**src/rtl/hgls_defs.svh**
```systemverilog
`ifndef HGLS_DEFS_SVH
`define HGLS_DEFS_SVH
// ***********************************************************
// Clock and link timing
// ***********************************************************
`define HGLS_CLK_HZ      200000000
`define HGLS_BAUD        19200
`define HGLS_BAUD_DIV    ((`HGLS_CLK_HZ + `HGLS_BAUD / 2) / `HGLS_BAUD)
`define HGLS_MS_DIV      (`HGLS_CLK_HZ / 1000)
// ***********************************************************
// Indicator timing, in millisecond ticks
// ***********************************************************
`define HGLS_BLINK_PERIOD_MS 12'd3000
`define HGLS_BLINK_OFF_MS    12'd150
`define HGLS_FAULT_HALF_MS   12'd250
// ***********************************************************
// Position reporting and host bytes
// ***********************************************************
`define HGLS_REPORT_RES  16'd18000
`define HGLS_SCALE_LSB   16
`define HGLS_CMD_START   8'h53
`define HGLS_CMD_QUERY   8'h51
`define HGLS_CMD_TARGET  8'h54
`define HGLS_REPLY_BYTES 3'd4
`endif

```
**src/rtl/hgls_pkg.sv**
```systemverilog
package hgls_pkg;
  // Sequencer states, one-hot
  typedef enum logic [4:0] {
    ST_AUTO  = 5'b00001,
    ST_LINK  = 5'b00010,
    ST_SLEW1 = 5'b00100,
    ST_SLEW2 = 5'b01000,
    ST_ABORT = 5'b10000
  } hgls_state_e;
  // Host byte parser states, one-hot
  typedef enum logic [2:0] {
    RX_CMD  = 3'b001,
    RX_TGT  = 3'b010,
    RX_SEND = 3'b100
  } hgls_rx_e;
  typedef logic [15:0] hgls_pos_t;
endpackage

```
**src/rtl/hgls_uart_if.sv**
```systemverilog
interface hgls_uart_if;
  logic       tx_valid;
  logic       tx_ready;
  logic [7:0] tx_data;
  logic       rx_valid;
  logic [7:0] rx_data;
  modport ctl (output tx_valid, tx_data, input tx_ready, rx_valid, rx_data);
  modport phy (input tx_valid, tx_data, output tx_ready, rx_valid, rx_data);
endinterface

```
**src/rtl/hgls_uart.sv**
```systemverilog
`include "hgls_defs.svh"
module hgls_uart #(
  parameter int BAUD_DIV = `HGLS_BAUD_DIV
) (
  input  wire logic   clk,      // System clock
  input  wire logic   arst_n,   // Async reset
  input  wire logic   rx_pin,   // Serial in, async
  output logic        tx_pin,   // Serial out
  hgls_uart_if.phy    u         // Byte side
);
  // ***********************************************************
  // Transmitter, 8N1
  // ***********************************************************
  logic [15:0] tx_cnt;
  logic [3:0]  tx_bit;
  logic [8:0]  tx_sh;
  logic        tx_busy;
  wire         tx_tick = (tx_cnt == 16'(BAUD_DIV - 1));
  assign u.tx_ready = ~tx_busy;
  // Start bit, 8 data LSB first, stop bit
  always_ff @(posedge clk or negedge arst_n)
    if (!arst_n)
    begin
      tx_busy <= 1'b0;
      tx_cnt  <= 16'h0000;
      tx_bit  <= 4'h0;
      tx_sh   <= 9'h1ff;
      tx_pin  <= 1'b1;
    end
    else if (!tx_busy)
    begin
      tx_cnt <= 16'h0000;
      if (u.tx_valid)
      begin
        tx_busy <= 1'b1;
        tx_pin  <= 1'b0;
        tx_sh   <= {1'b1, u.tx_data};
        tx_bit  <= 4'h0;
      end
    end
    else if (tx_tick)
    begin
      tx_cnt <= 16'h0000;
      tx_pin <= tx_sh[0];
      tx_sh  <= {1'b1, tx_sh[8:1]};
      tx_bit <= tx_bit + 4'h1;
      if (tx_bit == 4'h9)
        tx_busy <= 1'b0;
    end
    else
      tx_cnt <= tx_cnt + 16'h0001;
  // ***********************************************************
  // Receiver, sampled mid-bit
  // ***********************************************************
  logic        rx_s1, rx_s2, rx_busy;
  logic [15:0] rx_cnt;
  logic [3:0]  rx_bit;
  logic [7:0]  rx_sh;
  wire         rx_tick = (rx_cnt == 16'(BAUD_DIV - 1));
  // Pin crosses in through two flops
  always_ff @(posedge clk or negedge arst_n)
    if (!arst_n)
    begin
      rx_s1 <= 1'b1;
      rx_s2 <= 1'b1;
    end
    else
    begin
      rx_s1 <= rx_pin;
      rx_s2 <= rx_s1;
    end
  // Half-bit preload centres the samples; bad stop bit drops the byte
  always_ff @(posedge clk or negedge arst_n)
    if (!arst_n)
    begin
      rx_busy    <= 1'b0;
      rx_cnt     <= 16'h0000;
      rx_bit     <= 4'h0;
      rx_sh      <= 8'h00;
      u.rx_valid <= 1'b0;
      u.rx_data  <= 8'h00;
    end
    else
    begin
      u.rx_valid <= 1'b0;
      if (!rx_busy)
      begin
        rx_cnt <= 16'(BAUD_DIV / 2);
        rx_bit <= 4'h0;
        if (!rx_s2)
          rx_busy <= 1'b1;
      end
      else if (rx_tick)
      begin
        rx_cnt <= 16'h0000;
        rx_bit <= rx_bit + 4'h1;
        if (rx_bit == 4'h0 && rx_s2)
          rx_busy <= 1'b0;
        else if (rx_bit < 4'h9)
          rx_sh <= {rx_s2, rx_sh[7:1]};
        else
        begin
          rx_busy    <= 1'b0;
          u.rx_valid <= rx_s2;
          u.rx_data  <= rx_sh;
        end
      end
      else
        rx_cnt <= rx_cnt + 16'h0001;
    end
endmodule

```
**src/rtl/hgls_sequencer.sv**
```systemverilog
// Behaviour
// - Positions go to the host scaled to 18000 counts per revolution.
// - Both top keys start the link and drop autonomous modes.
// - With link up and a target known, both top keys start a slew.
// - Any direction key aborts a slew in progress.
// - Both top keys after an abort restart the near slew toward the same target.
// - Top-right key alone toggles tracking.
// - Tracking stopped: LEDs blink off briefly every few seconds.
// - Each GoTo is a near slew then a recomputed exact slew.
// - Skip-encoders option ignores the telescope encoders.
// - Runaway or ramp fault stops that motor and flashes LEDs.
// - Jumper selects old-style handpad decoding.
// - Motor-encoder mode uses motor counts as position.
// - Link is 19200 baud, 8 data, no parity, 1 stop.
`include "hgls_defs.svh"
module hgls_sequencer #(
  parameter int BAUD_DIV = `HGLS_BAUD_DIV,
  parameter int MS_DIV   = `HGLS_MS_DIV
) (
  input  wire logic        clk,                   // 200 MHz clock
  input  wire logic        arst_n,                // Async reset
  input  wire logic        top_left_key,          // Pin, high pressed
  input  wire logic        top_right_key,         // Pin, high pressed
  input  wire logic [3:0]  dir_pins,              // Handpad direction pins
  input  wire logic        old_handpad_jumper,    // Pin, old handpad fitted
  input  wire logic        uart_rx,               // Host serial in
  output logic             uart_tx,               // Host serial out
  input  wire logic        skip_scope_encoders,   // Config, ignore scope enc
  input  wire logic        clutch_drag_tracking_mode,   // Config mode
  input  wire logic        motor_encoder_tracking_mode, // Config mode
  input  wire logic [47:0] scope_pos,             // Scope enc {az,alt}
  input  wire logic [47:0] motor_pos,             // Motor enc {az,alt}
  input  wire logic [31:0] scale_factor,          // 18000*2^16/ticks {az,alt}
  input  wire logic        slew_arrived,          // Motion at goal, pulse
  input  wire logic [1:0]  motor_fault,           // Runaway/ramp fault
  output logic             drag_mode_en,          // Clutch-drag mode live
  output logic             motor_enc_mode_en,     // Motor-enc mode live
  output logic             link_active,           // Host link up
  output logic             host_started,          // Start-up byte seen
  output logic             tracking_en,           // Tracking running
  output logic             slew_go,               // Slew start, pulse
  output logic [1:0]       slew_stage,            // 1 near, 2 exact
  output logic             slew_abort,            // Slew stop, pulse
  output logic [31:0]      slew_target,           // Goal {az,alt}
  output logic [3:0]       dir_keys,              // Decoded directions
  output logic [1:0]       motor_stop,            // Motor halted by fault
  output logic [1:0]       led                    // Indicator LEDs
);
  // ***********************************************************
  // Handpad synchronisers and decode
  // ***********************************************************
  logic [5:0] key_s1, key_s2, key_prev;
  // Two flops per pin; the edge detector sees only the second
  always_ff @(posedge clk or negedge arst_n)
    if (!arst_n)
    begin
      key_s1   <= 6'h00;
      key_s2   <= 6'h00;
      key_prev <= 6'h00;
    end
    else
    begin
      key_s1   <= {old_handpad_jumper, dir_pins, top_right_key ^ 1'b0};
      key_s2   <= key_s1;
      key_prev <= key_s2;
    end
  logic tl_s1, tl_s2, tl_prev;
  always_ff @(posedge clk or negedge arst_n)
    if (!arst_n)
    begin
      tl_s1   <= 1'b0;
      tl_s2   <= 1'b0;
      tl_prev <= 1'b0;
    end
    else
    begin
      tl_s1   <= top_left_key;
      tl_s2   <= tl_s1;
      tl_prev <= tl_s2;
    end
  // Old pad sends a 2-bit code with a strobe on pin 2
  function automatic logic [3:0] hgls_dir_decode(input logic old, input logic [3:0] p);
    if (old)
      hgls_dir_decode = p[2] ? (4'h1 << p[1:0]) : 4'h0;
    else
      hgls_dir_decode = p;
  endfunction
  wire       old_pad    = key_s2[5];
  wire       tr_now     = key_s2[0];
  wire       tr_prev    = key_prev[0];
  wire [3:0] dir_now    = hgls_dir_decode(old_pad, key_s2[4:1]);
  wire [3:0] dir_before = hgls_dir_decode(old_pad, key_prev[4:1]);
  wire       dir_press  = |(dir_now & ~dir_before);
  wire       both_press = tl_s2 & tr_now & ~(tl_prev & tr_prev);
  wire       right_only = tr_now & ~tr_prev & ~tl_s2;
  // ***********************************************************
  // Host byte link
  // ***********************************************************
  hgls_uart_if u ();
  hgls_uart #(.BAUD_DIV(BAUD_DIV)) u_uart (
    .clk    (clk),
    .arst_n (arst_n),
    .rx_pin (uart_rx),
    .tx_pin (uart_tx),
    .u      (u.phy)
  );
  // ***********************************************************
  // Position source and scaling
  // ***********************************************************
  logic [31:0] scaled;
  wire         use_motor = skip_scope_encoders | motor_encoder_tracking_mode;
  for (genvar a = 0; a < 2; a++)
  begin : g_axis
    wire [23:0] src  = use_motor ? motor_pos[a*24 +: 24] : scope_pos[a*24 +: 24];
    wire [39:0] prod = src * scale_factor[a*16 +: 16];
    always_ff @(posedge clk or negedge arst_n)
      if (!arst_n)
        scaled[a*16 +: 16] <= 16'h0000;
      else
        scaled[a*16 +: 16] <= prod[`HGLS_SCALE_LSB +: 16];
    always_ff @(posedge clk or negedge arst_n)
      if (!arst_n)
        motor_stop[a] <= 1'b0;
      else if (motor_fault[a])
        motor_stop[a] <= 1'b1;
  end
  // ***********************************************************
  // Host parser: start-up, target load, position query
  // ***********************************************************
  hgls_pkg::hgls_rx_e rx_st;
  logic [2:0]  byte_idx;
  logic [31:0] host_target, reply;
  logic        target_valid;
  assign u.tx_valid = (rx_st == hgls_pkg::RX_SEND);
  assign u.tx_data  = reply[31:24];
  // Targets arrive as four bytes, az high first; replies send alt high first
  always_ff @(posedge clk or negedge arst_n)
    if (!arst_n)
    begin
      rx_st        <= hgls_pkg::RX_CMD;
      byte_idx     <= 3'h0;
      host_target  <= 32'h0000_0000;
      reply        <= 32'h0000_0000;
      target_valid <= 1'b0;
      host_started <= 1'b0;
    end
    else
      case (rx_st)
        hgls_pkg::RX_CMD:
          if (u.rx_valid && link_active)
          begin
            byte_idx <= 3'h0;
            if (u.rx_data == `HGLS_CMD_START)
              host_started <= 1'b1;
            if (u.rx_data == `HGLS_CMD_TARGET)
              rx_st <= hgls_pkg::RX_TGT;
            if (u.rx_data == `HGLS_CMD_QUERY)
            begin
              reply <= {scaled[15:0], scaled[31:16]};
              rx_st <= hgls_pkg::RX_SEND;
            end
          end
        hgls_pkg::RX_TGT:
          if (u.rx_valid)
          begin
            host_target <= {host_target[23:0], u.rx_data};
            byte_idx    <= byte_idx + 3'h1;
            if (byte_idx == `HGLS_REPLY_BYTES - 3'h1)
            begin
              target_valid <= 1'b1;
              rx_st        <= hgls_pkg::RX_CMD;
            end
          end
        hgls_pkg::RX_SEND:
          if (u.tx_ready)
          begin
            reply    <= {reply[23:0], 8'h00};
            byte_idx <= byte_idx + 3'h1;
            if (byte_idx == `HGLS_REPLY_BYTES - 3'h1)
              rx_st <= hgls_pkg::RX_CMD;
          end
        default:
          rx_st <= hgls_pkg::RX_CMD;
      endcase
  // ***********************************************************
  // GoTo sequencer
  // ***********************************************************
  hgls_pkg::hgls_state_e st;
  logic [31:0] goal;
  wire slewing = (st == hgls_pkg::ST_SLEW1) || (st == hgls_pkg::ST_SLEW2);
  // Abort has priority over arrival in the same cycle
  always_ff @(posedge clk or negedge arst_n)
    if (!arst_n)
    begin
      st          <= hgls_pkg::ST_AUTO;
      goal        <= 32'h0000_0000;
      slew_go     <= 1'b0;
      slew_abort  <= 1'b0;
      slew_stage  <= 2'h0;
      slew_target <= 32'h0000_0000;
    end
    else
    begin
      slew_go    <= 1'b0;
      slew_abort <= 1'b0;
      case (st)
        hgls_pkg::ST_AUTO:
          if (both_press)
            st <= hgls_pkg::ST_LINK;
        hgls_pkg::ST_LINK:
          if (both_press && target_valid)
          begin
            st          <= hgls_pkg::ST_SLEW1;
            goal        <= host_target;
            slew_target <= host_target;
            slew_stage  <= 2'h1;
            slew_go     <= 1'b1;
          end
        hgls_pkg::ST_SLEW1, hgls_pkg::ST_SLEW2:
          if (dir_press)
          begin
            st         <= hgls_pkg::ST_ABORT;
            slew_abort <= 1'b1;
          end
          else if (slew_arrived && st == hgls_pkg::ST_SLEW1)
          begin
            st          <= hgls_pkg::ST_SLEW2;
            slew_target <= host_target;
            slew_stage  <= 2'h2;
            slew_go     <= 1'b1;
          end
          else if (slew_arrived)
          begin
            st         <= hgls_pkg::ST_LINK;
            slew_stage <= 2'h0;
          end
        hgls_pkg::ST_ABORT:
          if (both_press)
          begin
            st          <= hgls_pkg::ST_SLEW1;
            slew_target <= goal;
            slew_stage  <= 2'h1;
            slew_go     <= 1'b1;
          end
        default:
          st <= hgls_pkg::ST_AUTO;
      endcase
    end
  // ***********************************************************
  // Modes, tracking and indicators
  // ***********************************************************
  logic [17:0] ms_cnt;
  logic [11:0] blink_ms, fault_ms;
  logic        ms_tick, flash;
  wire         link_next = (st != hgls_pkg::ST_AUTO);
  // Millisecond enable, then blink and flash timers
  always_ff @(posedge clk or negedge arst_n)
    if (!arst_n)
    begin
      ms_cnt   <= 18'h00000;
      ms_tick  <= 1'b0;
      blink_ms <= 12'h000;
      fault_ms <= 12'h000;
      flash    <= 1'b0;
    end
    else
    begin
      ms_tick <= (ms_cnt == 18'(MS_DIV - 1));
      ms_cnt  <= (ms_cnt == 18'(MS_DIV - 1)) ? 18'h00000 : ms_cnt + 18'h00001;
      if (ms_tick)
      begin
        blink_ms <= (blink_ms == `HGLS_BLINK_PERIOD_MS - 12'h001) ? 12'h000
                    : blink_ms + 12'h001;
        fault_ms <= (fault_ms == `HGLS_FAULT_HALF_MS - 12'h001) ? 12'h000
                    : fault_ms + 12'h001;
        if (fault_ms == `HGLS_FAULT_HALF_MS - 12'h001)
          flash <= ~flash;
      end
    end
  // Autonomous modes held off while the host owns the mount
  always_ff @(posedge clk or negedge arst_n)
    if (!arst_n)
    begin
      link_active       <= 1'b0;
      drag_mode_en      <= 1'b0;
      motor_enc_mode_en <= 1'b0;
      tracking_en       <= 1'b1;
      dir_keys          <= 4'h0;
      led               <= 2'b11;
    end
    else
    begin
      link_active       <= link_next;
      drag_mode_en      <= clutch_drag_tracking_mode & ~link_next;
      motor_enc_mode_en <= motor_encoder_tracking_mode & ~link_next;
      dir_keys          <= dir_now;
      if (right_only)
        tracking_en <= ~tracking_en;
      if (|motor_stop)
        led <= {2{flash}};
      else if (!tracking_en)
        led <= {2{blink_ms >= `HGLS_BLINK_OFF_MS}};
      else
        led <= 2'b11;
    end
  // ***********************************************************
  // Checks
  // ***********************************************************
  a_link_start: assert property (@(posedge clk) disable iff (!arst_n)
    st == hgls_pkg::ST_AUTO && both_press |=> ##1 link_active && !drag_mode_en)
    else $error("link not started by top keys");
  a_modes_off: assert property (@(posedge clk) disable iff (!arst_n)
    link_active |-> !drag_mode_en && !motor_enc_mode_en)
    else $error("autonomous mode live with link");
  a_goto_start: assert property (@(posedge clk) disable iff (!arst_n)
    st == hgls_pkg::ST_LINK && both_press && target_valid
    |=> slew_go && slew_stage == 2'h1 && slew_target == $past(host_target))
    else $error("goto did not start");
  a_dir_abort: assert property (@(posedge clk) disable iff (!arst_n)
    slewing && dir_press |=> slew_abort && !slew_go ##1 st == hgls_pkg::ST_ABORT)
    else $error("direction key did not abort");
  a_restart_goal: assert property (@(posedge clk) disable iff (!arst_n)
    st == hgls_pkg::ST_ABORT && both_press |=> slew_go && slew_target == $past(goal))
    else $error("restart used wrong goal");
  a_second_slew: assert property (@(posedge clk) disable iff (!arst_n)
    st == hgls_pkg::ST_SLEW1 && slew_arrived && !dir_press |=> slew_go && slew_stage == 2'h2)
    else $error("second slew missing");
  a_track_toggle: assert property (@(posedge clk) disable iff (!arst_n)
    right_only |=> tracking_en != $past(tracking_en))
    else $error("tracking did not toggle");
  a_fault_stop: assert property (@(posedge clk) disable iff (!arst_n)
    |motor_fault |=> (motor_stop & $past(motor_fault)) == $past(motor_fault)
    ##1 led == {2{$past(flash)}})
    else $error("fault did not stop motor");
  a_led_steady: assert property (@(posedge clk) disable iff (!arst_n)
    tracking_en && motor_stop == 2'b00 |=> led == 2'b11)
    else $error("leds not lit while tracking");
endmodule

```
**config.mk**
```make
export PLATFORM = sky130hd
export DESIGN_NAME = hgls_sequencer
export DESIGN_NICKNAME = d
export VERILOG_FILES = /design/src/rtl/hgls_pkg.sv /design/src/rtl/hgls_uart_if.sv /design/src/rtl/hgls_uart.sv /design/src/rtl/hgls_sequencer.sv
export VERILOG_INCLUDE_DIRS = /design/src /design/src/rtl
export SDC_FILE = /design/constraint.sdc
export NUM_CORES = 2
export LEC_CHECK = 0
export ABC_AREA = 1
export BUFFER_PORTS_ARGS = -buffer_cell sky130_fd_sc_hd__buf_2
export CAP_MARGIN = 30
export CORE_MARGIN = 2
export CORE_UTILIZATION = 50
export DETAILED_ROUTE_END_ITERATION = 8
export HOLD_SLACK_MARGIN = 0.15
export PLACE_DENSITY = 0.75
export SETUP_SLACK_MARGIN = 0.15
export SYNTH_ARGS = -nofsm -noshare
export SYNTH_HDL_FRONTEND = slang
export SYNTH_SLANG_ARGS = --single-unit
```
**constraint.sdc**
```tcl
create_clock -name clk -period 1.55 [get_ports clk]
set_input_delay 0.31 -clock clk [delete_from_list [all_inputs] [get_ports clk]]
set_output_delay 0.31 -clock clk [all_outputs]
set_load 0.03 [all_outputs]
```
==> reports/metrics.csv <==
stage;metric;value;unit
die;initial core utilization;50.5;%
sta;Final min period;5.57;ns
finish;Post-Layout Cell Count;6247;
sta;Peak Freq;0.179;GHz
synth;Synth async-reset ratio;100;%
place;port bufs;193;
clocking;Root Buffer;clkbuf_16;
setup_path;Worst R2R Start;key_s2[5];
clocking;CTS clk-pin slew, worst paths;0.06;ns
sta;Final Setup Violations;150;
synth;Mapped Area;0.0361;sq mm
sta;setup repair after global routing missed its margin;yes;
synth;syn nets;5350;
drt;Routed WL per cell;17.1;um
die;num rows;98;
sta;relative max-transition margin;72.8;%
setup_path;worst setup path start;skip_scope_encoders;
setup_path;CP Launch Type;input port;
drt;total wire length;107000;um
global_routing;pin count of the biggest net entering global routing;66;
sta;endpoints failing hold;0;
die;core area;0.0715;sq mm
clocking;Num CTS Buffers;34;
place;Setup WS pre-CTS;-4.82;ns
setup_path;FF-to-FF path depth;10;
drt;DR iter-0 viols;3006;
synth;YS warnings;0;
place;gp weighted congestion;0.970;
clocking;H-tree depth;2;
die;Die W;273;um
die;io pins;194;
setup_path;Crit Path Class;in2reg;
sta;Final WS setup;-4.02;ns
global_routing;Tot GR Track Use;27.8;%
die;Die ar.;0.0744;sq mm
synth;sequential area share after synthesis;22.4;%
setup_path;CP required;1.94;ns
run_status;violated checks;negative setup slack;
setup_path;Setup crit end kind;flop;
finish;share of layout cells above drive strength 1;30.0;%
synth;synth unique cells;54;
synth;Yosys top cell by area;fa_1;
die;Die H;273;um
clocking;Worst-Skew Late Latency;0.53;ns
finish;Util after Layout;67.3;%
sta;TNS Setup;-139.52;ns
finish;fin nets;6135;
global_routing;vias in the first global route;33400;
finish;synth-to-layout area growth;33.2;%
synth;top post-synthesis cells by area;fa_1 31%, dfrtp_1 21%, nand2_1 11%, inv_1 11%, ha_1 5.7%;
drt;# DRC;0;
run_status;status;complete, but fails checks;
sta;clk_skew;0.0142;ns
drt;vias;32800;
synth;Avg Cell Area, Syn;8.05;sq um
clocking;CTS tree;done;
setup_path;reg2reg setup slack;-0.36;ns
synth;post-synth top area share;30.9;%
synth;count leader, synth;nand2_1;
setup_path;CP Max Fanout;8;
place;DP Wirelength;79100;um
flow_run;number of max-cap violations;0;
global_routing;grt ovf;0;
place;placed cells;6048;
synth;FF+latch count, synth;322;
synth;Top FF cell, synth;dfrtp_1;
synth;Post-synth EDFFs;0;
synth;synth cell count leaders;1031 x nand2_1, 1017 x inv_1, 558 x fa_1;
sta;fin. max-slew vios;0;
sta;worst-margin pin slew;0.404;ns
global_routing;first-pass GRT wire length;166000;um
setup_path;Crit path arrival time;5.97;ns
drt;Vias/cell;5.26;
clocking;CTS Buffer Depth;3;
clocking;clk sinks;322;
hold_path;HP Class;in2async;
setup_path;worst reg2reg endpoint;slew_target[21];
drt;drt pass-1 iters;7;
sta;period utilisation layout;360;%
synth;Syn Inst Count;4484;
global_routing;initial antenna violation count;4;
drt;antenna viol nets, final;0;
layer usage:
layer / up-vias / GRT usage [%] / part of all wire (%)
met1: 16000 / 35.2 / 38
li1: 14900 / - / -
met3: 357 / 4.27 / 8.0
met5: - / 0 / 0
met4: 0 / 11.0 / 4.9
met2: 1494 / 47.8 / 49
cell usage in the layout, fill, tap and decap left out, types with 65 or more instances in the layout:
cell type  count
inv_2         73
buf_2        190
ha_1         123
nand2_2      112
o21ai_1       73
inv_1        946
nand3_1       65
o21ai_0      139
fa_1         519
dfrtp_1      301
buf_12        65
nor2_1       360
nand2_1      898
buf_4        538
cell families after synthesis:
family,count (synthesis),share of synthesized area (%)
fa+ha+maj,722,36.6
xor+xnor,49,1.19
simple gates,1729,19.5
flops,322,22.4
compound gates,475,7.66
buf+inv,1187,12.7
sequential cells by signal (all words and copies together), names as in the netlist, 4 cells and up:
| register | cells |
|---|---|
| u_uart.u.rx_data | 8 |
| fault_ms | 12 |
| goal | 32 |
| u_uart.tx_bit | 4 |
| blink_ms | 12 |
| reply | 32 |
| slew_target | 32 |
| ms_cnt | 18 |
| u_uart.rx_sh | 8 |
| key_s1 | 6 |
| host_target | 32 |
| u_uart.tx_cnt | 16 |
| key_s2 | 6 |
| key_prev | 5 |
| scaled | 32 |
| u_uart.tx_sh | 8 |
| dir_keys | 4 |
| st | 5 |
| u_uart.rx_cnt | 16 |
| u_uart.rx_bit | 4 |
layout make-up:
cell class / count / area, sq um
Multi-Input combinational cell: 2982 / 26300
Fill cell: 5279 / 23400
Sequential cell: 322 / 8080
Timing Repair Buffer: 875 / 7350
Inverter: 1053 / 4080
Tap cell: 950 / 1190
Clock buffer: 52 / 948
Clock inverter: 10 / 154
Timing Repair inverter: 1 / 7.51
Antenna cell: 2 / 5.00
worst max path at each step:
| stage | end | slack [ns] | depth (start not counted) |
|---|---|---|---|
| finish | scaled[19] | -4.02 | 27 |
| global route | scaled[27] | -4.14 | 28 |
| CTS | scaled[14] | -3.85 | 29 |
| detailed placement | scaled[27] | -4.82 | 28 |
| global placement | scaled[27] | -4.66 | 28 |
| floorplan | scaled[30] | -3.92 | 28 |
repair_timing:
action,4_1_cts,5_1_grt
gates resized for setup,210,387
endpoints found under the hold margin,321,0
gates cloned,8,11
buffers inserted,46,57
setup endpoints to repair,277,300
pin swaps,92,160
hold buffers,13,0
worst max-delay path, cell delays in order:
cell and delay, ns:
buf_12 0.11, nor2_4 0.05, buf_12 0.13, buf_12 0.14, buf_12 0.15, o21ai_4 0.22
clkinvlp_4 0.25, buf_6 0.18, nand2_4 0.05, fa_1 0.43, fa_2 0.56, fa_2 0.44
fa_1 0.52, inv_2 0.05, fa_2 0.55, fa_2 0.46, ha_4 0.18, nand2_2 0.06
nand2_2 0.06, o21bai_4 0.18, a21oi_2 0.17, nand2_2 0.10, nand2_1 0.09, nand2_2 0.12
nand2_1 0.10, nand2_1 0.08, xor2_2 0.20
through the flow:
stage / instance area (sq um) / hold slack, ns
global route: 48100 / 0.269
detailed placement: 43500 / 0.198
global placement: 43500 / 0.202
finish: 48100 / 0.251
CTS: 46000 / 0.244
floorplan: 37400 / 0.0144
Power is not shown: default switching activity piles up to over one toggle a cycle in this logic, so the estimate is an artifact.
